### src/common/dmaca_regs.vh
`ifndef DMACA_REGS_VH
`define DMACA_REGS_VH

// Register map (byte addresses on the Avalon slave)
`define DMACA_OFF_GOR 7'h00
`define DMACA_OFF_CHAN 7'h40
`define DMACA_SUB_CCR 2'h0
`define DMACA_SUB_SAR 2'h1
`define DMACA_SUB_DAR 2'h2
`define DMACA_SUB_CNT 2'h3

// Global operation register fields
`define DMACA_GOR_MEN 0
`define DMACA_GOR_NMI_ABORT_FLAG 1
`define DMACA_GOR_NARROW 2
`define DMACA_GOR_PRI_LO 8
`define DMACA_GOR_PRI_HI 9
`define DMACA_GOR_BUSY 16
`define DMACA_GOR_CHAN_LO 17
`define DMACA_GOR_CHAN_HI 18

// Channel control register fields
`define DMACA_CCR_CE 0
`define DMACA_CCR_TE 1
`define DMACA_CCR_SZ_LO 2
`define DMACA_CCR_SZ_HI 3
`define DMACA_CCR_BURST 4
`define DMACA_CCR_IND 5
`define DMACA_CCR_SINGLE 6
`define DMACA_CCR_DEV2MEM 7
`define DMACA_CCR_ONCHIP 8
`define DMACA_CCR_SRCINC 9
`define DMACA_CCR_DSTINC 10
`define DMACA_CCR_REFUSED 11
`define DMACA_CCR_TE_MASK 11'h002

// Transfer unit sizes
`define DMACA_SZ_BYTE 2'h0
`define DMACA_SZ_WORD 2'h1
`define DMACA_SZ_LONG 2'h2
`define DMACA_SZ_QUAD 2'h3

// Priority select encodings and channel orderings (lowest slot first)
`define DMACA_PRI_FIX_A 2'h0
`define DMACA_PRI_FIX_B 2'h1
`define DMACA_PRI_FIX_C 2'h2
`define DMACA_PRI_RR 2'h3
`define DMACA_ORDER_FIX_A 8'hE4
`define DMACA_ORDER_FIX_B 8'h78
`define DMACA_ORDER_FIX_C 8'hD2
`define DMACA_ORDER_RR_RESET 8'hE4

// Reset values
`define DMACA_CCR_RESET 11'h000
`define DMACA_ADDR_RESET 32'h0000_0000
`define DMACA_CNT_RESET 24'h00_0000

`endif

### src/dmaca_core.v
// Summary of operation
// (RULE1) A channel runs only if enabled, master enabled, not ended, not aborted.
// (RULE2) Simultaneous requests: exactly one channel granted, by active order.
// (RULE3) Two-bit priority select picks fixed or round-robin ordering.
// (RULE4) Fixed orderings never change; three distinct fixed orders exist.
// (RULE5) Encodings 0..2 are fixed orders, 3 is round-robin.
// (RULE6) Round-robin: finished channel drops to lowest after each unit.
// (RULE7) Round-robin order resets to 0,1,2,3 highest first.
// (RULE8) Requests during a unit wait; next grant uses updated order.
// (RULE9) Dual address drives source and destination in separate cycles.
// (RULE10) Direct dual: read source into buffer, then write to destination.
// (RULE11) Indirect (channel 3): fetch pointer, read at pointer, write out.
// (RULE12) Pointer is always fetched as a full 32-bit value.
// (RULE13) Indirect mode refuses 16-byte units.
// (RULE14) One idle cycle between pointer read and pointer use.
// (RULE15) On a 16-bit bus 32-bit data splits into two cycles.
// (RULE16) 16-byte units refused when an on-chip module is involved.
// (RULE17) Single mode: one cycle, strobe one device, address the other.
// (RULE18) Single mode only between external parties, never on-chip.
// (RULE19) Single mode requests come only from the external request pin.
// (RULE20) Each channel takes burst or cycle steal from its control bits.
//
// The implementer's own choices: the address map and register access over Avalon-MM.
`timescale 1ns/1ns
`default_nettype none
`include "dmaca_regs.vh"
module dmaca_core (
  input wire ref_clk,
  input wire rst,
  input wire [6:0] avs_address,
  input wire avs_read,
  input wire avs_write,
  input wire [31:0] avs_writedata,
  input wire [3:0] avs_byteenable,
  output wire [31:0] avs_readdata,
  output wire avs_waitrequest,
  input wire [3:0] chReq,
  input wire nmiIn,
  output wire [31:0] memAddr,
  output wire memRd,
  output wire memWr,
  output wire [1:0] memSize,
  output wire [31:0] memWdata,
  input wire [31:0] memRdata,
  input wire memDone,
  output wire [3:0] transferAckStrobe,
  output wire busHold
);
  localparam ST_IDLE = 7'h01;
  localparam ST_PTR = 7'h02;
  localparam ST_NOP = 7'h04;
  localparam ST_RD = 7'h08;
  localparam ST_WR = 7'h10;
  localparam ST_SGL = 7'h20;
  localparam ST_DONE = 7'h40;

  reg [6:0] state_r;
  reg [1:0] chan_r;
  reg [2:0] beat_r;
  reg [31:0] ptr_r;
  reg [31:0] dbuf_r [0:3];
  reg [31:0] sar_r [0:3];
  reg [31:0] dar_r [0:3];
  reg [23:0] cnt_r [0:3];
  reg [10:0] ctl_r [0:3];
  reg [3:0] te_r;
  reg men_r;
  reg nmi_abort_flag_r;
  reg narrow_r;
  reg [1:0] pri_r;
  reg [7:0] order_r;
  reg waitReq_r;
  reg [31:0] rdData_r;
  reg [31:0] memAddr_r;
  reg [31:0] memWdata_r;
  reg memRd_r;
  reg memWr_r;
  reg [1:0] memSize_r;
  reg [3:0] ack_r;
  reg busHold_r;
  reg [7:0] actOrder;
  reg [31:0] rdVal;
  integer i;

  assign avs_readdata = rdData_r;
  assign avs_waitrequest = waitReq_r;
  assign memAddr = memAddr_r;
  assign memRd = memRd_r;
  assign memWr = memWr_r;
  assign memSize = memSize_r;
  assign memWdata = memWdata_r;
  assign transferAckStrobe = ack_r;
  assign busHold = busHold_r;

  function [2:0] pickChan;
    input [7:0] ord;
    input [3:0] elig;
    integer k;
    reg [1:0] c;
    begin
      pickChan = 3'h0;
      for (k = 3; k >= 0; k = k - 1) begin
        c = ord[2*k +: 2];
        if (elig[c]) begin
          pickChan = {1'b1, c};
        end
      end
    end
  endfunction

  function [7:0] rrRotate;
    input [7:0] ord;
    input [1:0] c;
    integer k;
    integer n;
    reg [7:0] o;
    begin
      o = 8'h00;
      n = 0;
      for (k = 0; k < 4; k = k + 1) begin
        if (ord[2*k +: 2] != c) begin
          o[2*n +: 2] = ord[2*k +: 2];
          n = n + 1;
        end
      end
      o[7:6] = c;
      rrRotate = o;
    end
  endfunction

  function [31:0] beMerge;
    input [31:0] old;
    input [31:0] nw;
    input [3:0] be;
    integer k;
    begin
      beMerge = old;
      for (k = 0; k < 4; k = k + 1) begin
        if (be[k]) begin
          beMerge[8*k +: 8] = nw[8*k +: 8];
        end
      end
    end
  endfunction

  // Request qualification, one gate per channel
  wire [3:0] grantable;
  wire [3:0] refused;
  genvar g;
  generate
    for (g = 0; g < 4; g = g + 1) begin : gGate
      dmaca_req_gate #(
        .INDIRECT_OK(g == 3)
      ) uGate (
        .reqIn(chReq[g]),
        .chEnable(ctl_r[g][`DMACA_CCR_CE]),
        .masterEnable(men_r),
        .endFlag(te_r[g]),
        .abortFlag(nmi_abort_flag_r),
        .singleMode(ctl_r[g][`DMACA_CCR_SINGLE]),
        .indirectMode(ctl_r[g][`DMACA_CCR_IND]),
        .quadSize(ctl_r[g][`DMACA_CCR_SZ_HI:`DMACA_CCR_SZ_LO] ==
          `DMACA_SZ_QUAD),
        .onChip(ctl_r[g][`DMACA_CCR_ONCHIP]),
        .cfgRefused(refused[g]),
        .grantable(grantable[g])
      );
    end
  endgenerate

  always @* begin
    case (pri_r) // (RULE3)
      `DMACA_PRI_FIX_A: actOrder = `DMACA_ORDER_FIX_A; // (RULE4) (RULE5)
      `DMACA_PRI_FIX_B: actOrder = `DMACA_ORDER_FIX_B; // (RULE4) (RULE5)
      `DMACA_PRI_FIX_C: actOrder = `DMACA_ORDER_FIX_C; // (RULE4) (RULE5)
      default: actOrder = order_r;
    endcase
  end

  wire [2:0] pick = pickChan(actOrder, grantable); // (RULE2) (RULE8)
  wire [10:0] pickCtl = ctl_r[pick[1:0]];
  wire [10:0] curCtl = ctl_r[chan_r];
  wire [1:0] curSz = curCtl[`DMACA_CCR_SZ_HI:`DMACA_CCR_SZ_LO];
  wire curQuad = curSz == `DMACA_SZ_QUAD;
  wire splitHalf = narrow_r & curSz[1]; // (RULE15)
  wire [2:0] beatBytes = splitHalf ? 3'h2 :
    (curSz == `DMACA_SZ_BYTE) ? 3'h1 :
    (curSz == `DMACA_SZ_WORD) ? 3'h2 : 3'h4;
  wire [2:0] lastBeat = curQuad ? (splitHalf ? 3'h7 : 3'h3) :
    (splitHalf ? 3'h1 : 3'h0);
  wire [2:0] ptrLast = narrow_r ? 3'h1 : 3'h0;
  wire [5:0] beatOff = {3'b000, beat_r} * {3'b000, beatBytes};
  wire [4:0] unitBytes = curQuad ? 5'h10 : {2'b00, beatBytes << splitHalf};
  wire [1:0] wIdx = splitHalf ? beat_r[2:1] : beat_r[1:0];
  wire [1:0] beatSize = curQuad ? `DMACA_SZ_LONG :
    (splitHalf ? `DMACA_SZ_WORD : curSz);
  wire [31:0] curSar = sar_r[chan_r];
  wire [31:0] curDar = dar_r[chan_r];
  wire [31:0] rdBase = curCtl[`DMACA_CCR_IND] ? ptr_r : curSar; // (RULE11)
  wire [31:0] wBuf = dbuf_r[wIdx];
  wire chanOk = men_r & ~nmi_abort_flag_r & curCtl[`DMACA_CCR_CE];
  wire cycOut = memRd_r | memWr_r;
  wire working = (state_r != ST_IDLE) & (state_r != ST_DONE);

  // Avalon access completes on the edge where waitrequest is low
  wire busWr = avs_write & ~waitReq_r;
  wire gorHit = {avs_address[6:2], 2'b00} == `DMACA_OFF_GOR;
  wire chHit = {avs_address[6], 6'h00} == `DMACA_OFF_CHAN;
  wire [1:0] regCh = avs_address[5:4];
  wire [1:0] regSub = avs_address[3:2];
  wire gorWr = busWr & gorHit;
  wire chWr = busWr & chHit;
  wire [31:0] wrCcr = beMerge({21'h00_0000, ctl_r[regCh]}, avs_writedata,
    avs_byteenable);
  wire [31:0] wrSar = beMerge(sar_r[regCh], avs_writedata, avs_byteenable);
  wire [31:0] wrDar = beMerge(dar_r[regCh], avs_writedata, avs_byteenable);
  wire [31:0] wrCnt = beMerge({8'h00, cnt_r[regCh]}, avs_writedata,
    avs_byteenable);
  wire ccrWr = chWr & (regSub == `DMACA_SUB_CCR);
  wire teClrReq = ccrWr & avs_byteenable[0] &
    ~avs_writedata[`DMACA_CCR_TE];
  wire endUnit = (state_r == ST_DONE) & (cnt_r[chan_r] == 24'h00_0001);
  wire nmifClr = gorWr & avs_byteenable[0] & ~avs_writedata[`DMACA_GOR_NMI_ABORT_FLAG];

  always @* begin
    rdVal = 32'h0000_0000;
    if (gorHit) begin
      rdVal[`DMACA_GOR_MEN] = men_r;
      rdVal[`DMACA_GOR_NMI_ABORT_FLAG] = nmi_abort_flag_r;
      rdVal[`DMACA_GOR_NARROW] = narrow_r;
      rdVal[`DMACA_GOR_PRI_HI:`DMACA_GOR_PRI_LO] = pri_r;
      rdVal[`DMACA_GOR_BUSY] = state_r != ST_IDLE;
      rdVal[`DMACA_GOR_CHAN_HI:`DMACA_GOR_CHAN_LO] = chan_r;
    end else if (chHit) begin
      case (regSub)
        `DMACA_SUB_CCR: begin
          rdVal[10:0] = ctl_r[regCh];
          rdVal[`DMACA_CCR_TE] = te_r[regCh];
          rdVal[`DMACA_CCR_REFUSED] = refused[regCh];
        end
        `DMACA_SUB_SAR: rdVal = sar_r[regCh];
        `DMACA_SUB_DAR: rdVal = dar_r[regCh];
        default: rdVal = {8'h00, cnt_r[regCh]};
      endcase
    end
  end

  // Bus slave handshake and flags that hardware sets
  always @(posedge ref_clk) begin
    if (rst) begin
      waitReq_r <= 1'b1;
      rdData_r <= 32'h0000_0000;
      te_r <= 4'h0;
      nmi_abort_flag_r <= 1'b0;
    end else begin
      waitReq_r <= ~((avs_read | avs_write) & waitReq_r);
      if (avs_read & waitReq_r) begin
        rdData_r <= rdVal;
      end
      // A set in the same cycle as a clear wins
      for (i = 0; i < 4; i = i + 1) begin
        te_r[i] <= (endUnit & (chan_r == i)) |
          (te_r[i] & ~(teClrReq & (regCh == i)));
      end
      nmi_abort_flag_r <= nmiIn | (nmi_abort_flag_r & ~nmifClr);
    end
  end

  // Transfer sequencer and software-written registers
  always @(posedge ref_clk) begin
    if (rst) begin
      state_r <= ST_IDLE;
      chan_r <= 2'h0;
      beat_r <= 3'h0;
      ptr_r <= 32'h0000_0000;
      men_r <= 1'b0;
      narrow_r <= 1'b0;
      pri_r <= `DMACA_PRI_FIX_A;
      order_r <= `DMACA_ORDER_RR_RESET; // (RULE7)
      memAddr_r <= 32'h0000_0000;
      memWdata_r <= 32'h0000_0000;
      memRd_r <= 1'b0;
      memWr_r <= 1'b0;
      memSize_r <= `DMACA_SZ_BYTE;
      ack_r <= 4'h0;
      busHold_r <= 1'b0;
      for (i = 0; i < 4; i = i + 1) begin
        dbuf_r[i] <= 32'h0000_0000;
        sar_r[i] <= `DMACA_ADDR_RESET;
        dar_r[i] <= `DMACA_ADDR_RESET;
        cnt_r[i] <= `DMACA_CNT_RESET;
        ctl_r[i] <= `DMACA_CCR_RESET;
      end
    end else begin
      if (working & ~chanOk & ~cycOut) begin
        // Abort only between bus cycles so no cycle is cut short
        state_r <= ST_IDLE;
        busHold_r <= 1'b0;
      end else begin
        case (state_r)
          ST_IDLE: begin
            beat_r <= 3'h0;
            busHold_r <= pick[2] & pickCtl[`DMACA_CCR_BURST]; // (RULE20)
            if (pick[2]) begin
              chan_r <= pick[1:0]; // (RULE2) (RULE8)
              if (pickCtl[`DMACA_CCR_SINGLE]) begin
                state_r <= ST_SGL;
              end else if (pickCtl[`DMACA_CCR_IND]) begin
                state_r <= ST_PTR;
              end else begin
                state_r <= ST_RD;
              end
            end
          end
          ST_PTR: begin
            if (~cycOut) begin
              memRd_r <= 1'b1;
              memAddr_r <= curSar + {{28{1'b0}}, beat_r, 1'b0};
              memSize_r <= narrow_r ? `DMACA_SZ_WORD : `DMACA_SZ_LONG; // (RULE12)
            end else if (memDone) begin
              memRd_r <= 1'b0;
              if (~narrow_r) begin
                ptr_r <= memRdata; // (RULE12)
              end else if (beat_r[0]) begin
                ptr_r[15:0] <= memRdata[15:0];
              end else begin
                ptr_r[31:16] <= memRdata[15:0];
              end
              beat_r <= (beat_r == ptrLast) ? 3'h0 : beat_r + 3'h1;
              if (beat_r == ptrLast) begin
                state_r <= ST_NOP;
              end
            end
          end
          ST_NOP: state_r <= ST_RD; // (RULE14)
          ST_RD: begin
            if (~cycOut) begin
              memRd_r <= 1'b1; // (RULE9) (RULE10)
              memAddr_r <= rdBase + {{26{1'b0}}, beatOff};
              memSize_r <= beatSize; // (RULE15)
            end else if (memDone) begin
              memRd_r <= 1'b0;
              if (~splitHalf) begin
                dbuf_r[wIdx] <= memRdata; // (RULE10)
              end else if (beat_r[0]) begin
                dbuf_r[wIdx][15:0] <= memRdata[15:0];
              end else begin
                dbuf_r[wIdx][31:16] <= memRdata[15:0];
              end
              beat_r <= (beat_r == lastBeat) ? 3'h0 : beat_r + 3'h1;
              if (beat_r == lastBeat) begin
                state_r <= ST_WR;
              end
            end
          end
          ST_WR: begin
            if (~cycOut) begin
              memWr_r <= 1'b1; // (RULE9) (RULE10)
              memAddr_r <= curDar + {{26{1'b0}}, beatOff};
              memSize_r <= beatSize; // (RULE15)
              if (~splitHalf) begin
                memWdata_r <= wBuf;
              end else if (beat_r[0]) begin
                memWdata_r <= {16'h0000, wBuf[15:0]};
              end else begin
                memWdata_r <= {16'h0000, wBuf[31:16]};
              end
            end else if (memDone) begin
              memWr_r <= 1'b0;
              beat_r <= (beat_r == lastBeat) ? 3'h0 : beat_r + 3'h1;
              if (beat_r == lastBeat) begin
                state_r <= ST_DONE;
              end
            end
          end
          ST_SGL: begin
            // The strobed device drives or takes the data bus itself
            if (~cycOut) begin
              ack_r[chan_r] <= 1'b1; // (RULE17) (RULE19)
              memSize_r <= curQuad ? `DMACA_SZ_LONG : curSz;
              if (curCtl[`DMACA_CCR_DEV2MEM]) begin
                memWr_r <= 1'b1;
                memAddr_r <= curDar;
              end else begin
                memRd_r <= 1'b1;
                memAddr_r <= curSar;
              end
            end else if (memDone) begin
              memRd_r <= 1'b0; // (RULE17)
              memWr_r <= 1'b0;
              ack_r <= 4'h0;
              state_r <= ST_DONE;
            end
          end
          ST_DONE: begin
            if (curCtl[`DMACA_CCR_SRCINC] & ~curCtl[`DMACA_CCR_IND]) begin
              sar_r[chan_r] <= curSar + {{27{1'b0}}, unitBytes};
            end
            if (curCtl[`DMACA_CCR_DSTINC]) begin
              dar_r[chan_r] <= curDar + {{27{1'b0}}, unitBytes};
            end
            cnt_r[chan_r] <= cnt_r[chan_r] - 24'h00_0001;
            if (pri_r == `DMACA_PRI_RR) begin
              order_r <= rrRotate(order_r, chan_r); // (RULE6)
            end
            // Cycle steal gives the bus back between units
            busHold_r <= busHold_r & curCtl[`DMACA_CCR_BURST]; // (RULE20)
            state_r <= ST_IDLE;
          end
          default: state_r <= ST_IDLE;
        endcase
      end
      // Software writes land after the sequencer, so they take precedence
      if (gorWr & avs_byteenable[0]) begin
        men_r <= avs_writedata[`DMACA_GOR_MEN];
        narrow_r <= avs_writedata[`DMACA_GOR_NARROW];
      end
      if (gorWr & avs_byteenable[1]) begin
        pri_r <= avs_writedata[`DMACA_GOR_PRI_HI:`DMACA_GOR_PRI_LO];
      end
      if (chWr) begin
        case (regSub)
          `DMACA_SUB_CCR: ctl_r[regCh] <= wrCcr[10:0] & ~`DMACA_CCR_TE_MASK;
          `DMACA_SUB_SAR: sar_r[regCh] <= wrSar;
          `DMACA_SUB_DAR: dar_r[regCh] <= wrDar;
          default: cnt_r[regCh] <= wrCnt[23:0];
        endcase
      end
    end
  end
endmodule
`default_nettype wire

### src/dmaca_req_gate.v
`timescale 1ns/1ns
`default_nettype none
module dmaca_req_gate #(
  parameter [0:0] INDIRECT_OK = 1'b0
) (
  input wire reqIn,
  input wire chEnable,
  input wire masterEnable,
  input wire endFlag,
  input wire abortFlag,
  input wire singleMode,
  input wire indirectMode,
  input wire quadSize,
  input wire onChip,
  output wire cfgRefused,
  output wire grantable
);
  // Illegal combinations never start; software sees them as refused
  wire badSingle = singleMode & onChip; // (RULE18)
  wire badQuad = quadSize & (onChip | (indirectMode & ~singleMode)); // (RULE13) (RULE16)
  wire badInd = indirectMode & ~singleMode & ~INDIRECT_OK; // (RULE11)

  assign cfgRefused = badSingle | badQuad | badInd;
  assign grantable = reqIn & chEnable & masterEnable & ~endFlag & ~abortFlag &
    ~cfgRefused; // (RULE1)
endmodule
`default_nettype wire

### config.mk
export PLATFORM = sky130hd
export DESIGN_NAME = dmaca_core
export DESIGN_NICKNAME = d
export VERILOG_FILES = /design/src/dmaca_core.v /design/src/dmaca_req_gate.v
export VERILOG_INCLUDE_DIRS = /design/src /design/src/common
export SDC_FILE = /design/constraint.sdc
export NUM_CORES = 2
export LEC_CHECK = 0
export BUFFER_PORTS_ARGS = -buffer_cell sky130_fd_sc_hd__buf_2
export CORE_MARGIN = 4
export CORE_UTILIZATION = 56
export DETAILED_ROUTE_END_ITERATION = 10
export PLACE_DENSITY_LB_ADDON = 0.15
export SETUP_SLACK_MARGIN = 0.5
export SLEW_MARGIN = 30
export SYNTH_ARGS = -nofsm -noshare
export SYNTH_HDL_FRONTEND = slang
export SYNTH_SLANG_ARGS = --single-unit
### constraint.sdc
create_clock -name ref_clk -period 6 [get_ports ref_clk]
set_input_delay 0 -clock ref_clk [delete_from_list [all_inputs] [get_ports ref_clk]]
set_output_delay 0 -clock ref_clk [all_outputs]
set_load 0.03 [all_outputs]
# [Word level (Yosys, flattened, before mapping)]
# Memory sizes are Yosys's and may differ from the RTL's. A register that Yosys moved wholly into a read port is not among the register bits.
# Index checks and enable logic that the tools add are counted.
[word_totals] ramBits=520 output_inout_bits=106 reg_bits=167 mem_count=5 word_cells=486
[memory_table] memory="dar_r" words=4 word_bits=32 read_ports=2 rd_ports_with_merged_regs=1 write_ports=4 line_no="dmaca_core.v:63" source="reg [31:0] dar_r [0:3];"
[memory_table] memory="dbuf_r" words=4 word_bits=32 read_ports=1 rd_ports_with_merged_regs=0 write_ports=4 line_no="dmaca_core.v:61" source="reg [31:0] dbuf_r [0:3];"
[memory_table] memory="sar_r" words=4 word_bits=32 read_ports=2 rd_ports_with_merged_regs=1 write_ports=4 line_no="dmaca_core.v:62" source="reg [31:0] sar_r [0:3];"
[memory_table] memory="cnt_r" words=4 word_bits=24 read_ports=2 rd_ports_with_merged_regs=1 write_ports=4 line_no="dmaca_core.v:64" source="reg [23:0] cnt_r [0:3];"
[memory_table] memory="ctl_r" words=4 word_bits=10 read_ports=7 rd_ports_with_merged_regs=1 write_ports=4 line_no="dmaca_core.v:65" source="reg [10:0] ctl_r [0:3];"
[classes] addsub=12 n_reduce_logical=37 eq_ne=57 n_shift=7 order_cmp=7 mul=1 bitwise_logic=112 n_mux=228
[op_table] cell="$mux 32" n=14
[op_table] cell="$mux 31" n=14
[op_table] cell="$mux 8" n=22
[op_table] cell="$reduce_or 32->1" n=5
[op_table] cell="$pmux 32 s4" n=1
[op_table] cell="$neg 32->33" n=3
[op_table] cell="$shift 2x33->8 const A" n=3
[op_table] cell="$shiftx 2x33->8" n=3
[op_table] cell="$mux 7" n=12
[op_table] cell="$mux 1" n=80
[op_table] cell="$mux 16" n=5
[op_table] cell="$and 1x1->1" n=66
[op_table] cell="$add 32x5->32" n=2
[op_table] cell="$add 32x6->32" n=2
[op_table] cell="$add 31x2->31 const B" n=2
[op_table] cell="$mux 2" n=31
[op_table] cell="$pmux 20 s3" n=1
[op_table] cell="$mux 3" n=18
[op_table] cell="$mux 24" n=2
[op_table] cell="$reduce_or 24->1" n=2
[op_table] cell="$pmux 7 s6" n=1
[op_table] cell="$ne 2x2->1 const B" n=20
[op_table] cell="$pmux 12 s3" n=1
[op_table] cell="$add 32x4->32" n=1
[op_table] cell="51 further kinds" n=150

# [Depth between registers and ports, before layout]
[depth] depth_word=24 mapped_depth=26

# [Modules after synthesis]
# Synthesis repeated with hierarchy kept, for this count alone.
[hier_totals] hier_cells=3373 hier_area_um2=39544.2
[by_module_without_submodules] mod="dmaca_core" instances=1 cells_each=3350 area_per_inst_um2=39395.3 seq_area_each_um2=18998.2
[by_module_without_submodules] mod="dmaca_req_gate at gGate[0].uGate ..." instances=3 cells_each=6 area_per_inst_um2=38.8 seq_area_each_um2=0.0
[by_module_without_submodules] mod="dmaca_req_gate at gGate[3].uGate" instances=1 cells_each=5 area_per_inst_um2=32.5 seq_area_each_um2=0.0

# [Least setup slack after synthesis]
# Ideal clock, no wire load.
[synth_path] path_type="register -> register" startpoint="register with a tool-made name" endpoint="register memAddr_r[24], in the netlist memAddr[24]" setup_time_ns=0.114 path_buffers=5 path_slack_ns=0.456 t_arrival_ns=5.429 path_stages_with_launch=27 path_cell_list="dfxtp_1 -> buf_6 -> buf_8 -> buf_12 -> buf_12 -> mux4_2 -> nor2_1 -> nor2_1 -> nand2_1 -> fa_1 -> inv_1 -> ha_1 -> inv_1 -> fa_1 -> inv_1 -> ha_1 -> o21ai_0 -> o21bai_1 -> a21o_1 -> nand4_1 -> or3_1 -> clkbuf_1 -> or3b_4 -> or4_1 -> xor2_1 -> o21ai_1 -> nand2_1"
[synth_rtl] item="end signal, assigned" line_no="dmaca_core.v:318" source="memAddr_r <= curSar + {{28{1'b0}}, beat_r, 1'b0};"
[synth_rtl] item="end signal, assigned" line_no="dmaca_core.v:339" source="memAddr_r <= rdBase + {{26{1'b0}}, beatOff};"
[synth_rtl] item="end signal, assigned" line_no="dmaca_core.v:359" source="memAddr_r <= curDar + {{26{1'b0}}, beatOff};"
[synth_rtl] item="end, declared" line_no="dmaca_core.v:74" source="reg [31:0] memAddr_r;"

==> flow_metrics.tcl <==
set metrics [dict create \
    async_flop_share_pct 0 \
    vias 32986 \
    pwr-share-clk_pct 41.8 \
    hold_viol 0 \
    end_kind "register" \
    reg2reg_from "ctl_r[3][2]" \
    post-route-period-util_pct 88.3 \
    crit_top_cell "inv_1" \
    setup_viol 0 \
    numPortBuffers 188 \
    synth_cell_types 87 \
    antenna_cells 0 \
    routed_via_density 6.88 \
    synth_seq_cells 689 \
    grt_pass1_vias 31905 \
    slowest_stage "mux4_2" \
    clockRootBuffer "clkbuf_16" \
    startpoint "ctl_r[3][2]" \
    total_leakage_power_nw 16.3 \
    htreeDepth 3 \
    drc 0 \
    crit_chain "mux4_2, nor2b_2, nor2_1, nand2_1, fa_1, inv_1, ha_1, inv_1, fa_1, inv_1, ha_4, o21ai_0, o21bai_1, a21o_1, nand4_1, or3_4, or3b_4, or4_1, xor2_1, o21ai_1, nand2_1" \
    required_ns 6.51 \
    placementRows 97 \
    synth_enable_flop_cells 520 \
    grt_max_degree 93 \
    wl_microns 136000 \
    min_from "avs_writedata[4]" \
    cts_buffers 77 \
    dieArea_sq_um 75300 \
    clkTransAtPathRegs_ns 0.06 \
    drt_iter0_drc 4202 \
    cp-start-kind "register" \
    outcome "complete, no violations" \
    switching_share_pct 25.7 \
    cp.arrival_ns 5.81 \
    clk_latency_ns 0.63 \
    clockBufferDepth 3 \
    worst_slew_margin_rel_pct 29.6 \
    slowest_delay_ns 0.54 \
    drtPass1Iterations 6 \
    grt_pass1_wl_microns 201000 \
    ant_nets 0 \
    wire_per_inst_microns 28.4 \
    dieHeight_microns 274 \
    max-cap-violations 0 \
    power_frac_comb_pct 11.2 \
    yosysSeqAreaShare_pct 47.8 \
    antenna_found_initial 2 \
    cts_tree "built" \
    critPathMaxFanout 5 \
    globalRouteOverflowTotal 0 \
    rsz0062_at_grt "false" \
    p_per_area_nw_per_um2 254 \
    synth_ff_type "edfxtp_1" \
    drv_slew 0 \
    syn_inst 3612 \
    fmax_ghz 0.189 \
    worst_pin_slew_ns 1.05 \
    clkSinkCount 689 \
    synth_fp_nets 3742 \
    rrSetupSlack_ns 0.70 \
    tns_ns 0 \
    ys_top_cells_by_area "edfxtp_1 39%, mux4_2 11%, dfxtp_1 8.5%" \
    syn_avg_cell_area_sq_um 11.0 \
    postLayoutCoreUtil_pct 64.0 \
    hp-class "input port to register" \
    ios 191 \
    intPower_w 0.00847 \
    die_x_microns 274 \
    p_switching_w 0.00293 \
    synth.top_cell.area_share_pct 39.3 \
    final_nets 3920 \
    yosysWarnings 0 \
    seqPwrFrac_pct 47.0 \
    core_sq_um 70300 \
    crit_buf_inv 3 \
    synth_area_sq_um 39800 \
    drive_gt1_share_pct 18.1 \
    crit_family "simple AND/OR/NAND/NOR gates" \
    synth_top_area_cell "edfxtp_1" \
    track_usage_pct 35.5 \
    hpwlAfterDp_microns 92400 \
    period_needed_ns 5.30 \
    clock_skew_ns 0.0208 \
    gp_routability_congestion 0.925 \
    max-vdd-ir-drop_v 0.000264 \
    area_growth_pct 13.1 \
    worst-setup-path-type "register to register" \
    start_util_pct 56.6 \
    fillers 5477 \
]
## worst min-delay path: stages
cell and delay [ns]:
buf_2 0.21, mux2i_1 0.18, mux2i_1 0.16
## routing by layer
metal	GRT usage, %	up-vias	routed length [microns]
met5	0	-	26
met4	17.6	4	7940
met3	8.99	378	17300
met2	55.5	2305	61900
met1	46.3	16164	49100
li1	-	14135	-
## what timing repair did
action | CTS | global route
hold endpoints to repair | 323 | 0
hold buffers | 71 | 0
setup buffers | 1 | 5
setup endpoints to repair | 1 | 3
pin swaps | 0 | 3
resized for setup | 0 | 3
## registers in the layout, summed over array words and instances, names as in the netlist, 2 cells and up, named ones only
name,flops
pri_r,2
chan_r,2
te_r,4
memSize,2
sar_r,128
order_r,8
dar_r,128
dbuf_r,128
avs_readdata,32
state_r,7
memWdata,32
ctl_r,40
memAddr,32
beat_r,3
transferAckStrobe,4
cnt_r,96
ptr_r,32
## placed cells by master, fill, tap and decap left out, types with 17 or more instances in the layout
master / count
nor2b_1: 21
mux2i_1: 181
nor3_1: 65
o21ai_0: 155
inv_1: 86
nor2_1: 366
a21o_1: 38
mux4_2: 189
dfxtp_1: 167
a31oi_1: 22
clkbuf_1: 17
nand2_1: 410
nand2b_1: 28
buf_4: 109
edfxtp_1: 520
ha_1: 37
buf_2: 184
nand3_1: 80
a22o_1: 21
dlygate4sd3_1: 71
a311oi_1: 21
a221oi_1: 20
mux2_2: 45
xor2_1: 51
and2_1: 51
mux4_1: 18
a211oi_1: 72
clkbuf_16: 80
a22oi_1: 44
a21oi_1: 78
xnor2_1: 85
o22ai_1: 269
## power groups by stage
stage	Combinational, W	Clock, W	Sequential, W
floorplan	0.000715	0	0.00548
global placement	0.00119	0	0.00544
global route	0.00134	0.00501	0.00538
finish	0.00127	0.00477	0.00536
CTS	0.00124	0.00479	0.00536
detailed placement	0.00120	0	0.00546
## worst paths after layout
kind / endpoint / cells past startpoint
setup / recovery: memAddr[24] / 21
hold / removal: sar_r[3][4] / 3
setup reg to reg: memAddr[24] / 21
hold reg to reg: memAddr[18] / 2
## area by class of cell
class                      count  area (sq um)  share of cell area (%)
tap                          940          1180                    2.62
sequential                   689         19000                    42.3
multi-input combinational   2566         19400                    43.1
clock buffer                 108          2220                    4.93
inverter                      87           327                   0.726
clock inverter                36           317                   0.704
timing repair buffer         369          2540                    5.64
## synth_stat cells, types with 23 or more instances
master	number
nor3_1	67
dfxtp_1	169
mux2_2	45
clkbuf_1	216
mux2i_1	181
xor2_1	51
a21oi_1	79
a21o_1	38
nor2b_1	23
nand2_1	413
a211oi_1	72
edfxtp_1	520
nand3_1	80
inv_1	86
mux4_2	189
o22ai_1	269
and2_1	51
nor2_1	370
a22oi_1	44
o21ai_0	156
ha_1	38
xnor2_1	85
nand2b_1	28
## through the flow
| step | cells | power, W | cell area [sq um] | setup slack, ns | hold slack, ns |
|---|---|---|---|---|---|
| floorplan | 3612 | 0.00620 | 39800 | 0.520 | 0.115 |
| global placement | 4572 | 0.00663 | 41600 | 0.531 | 0.235 |
| detailed placement | 4573 | 0.00666 | 41600 | 0.488 | 0.242 |
| CTS | 4789 | 0.0114 | 44900 | 0.545 | 0.0181 |
| global route | 4795 | 0.0117 | 45000 | 0.518 | 0.0574 |
| finish | 4795 | 0.0114 | 45000 | 0.701 | 0.0502 |
## logic make-up (layout without fill, tap and decap cells)
family | Yosys count | after routing | share of synthesized area [%]
muxes | 436 | 436 | 17.9
DFF | 689 | 689 | 47.8
AOI/OAI and AO/OA | 813 | 813 | 13.3
adders and majority gates | 45 | 45 | 1.55
xor gates and xnor gates | 136 | 136 | 3.00
and+or+nand+nor | 1136 | 1136 | 12.8
buffers and inverters | 357 | 600 | 3.79
No activity file was read; power rests on OpenSTA's default activity.
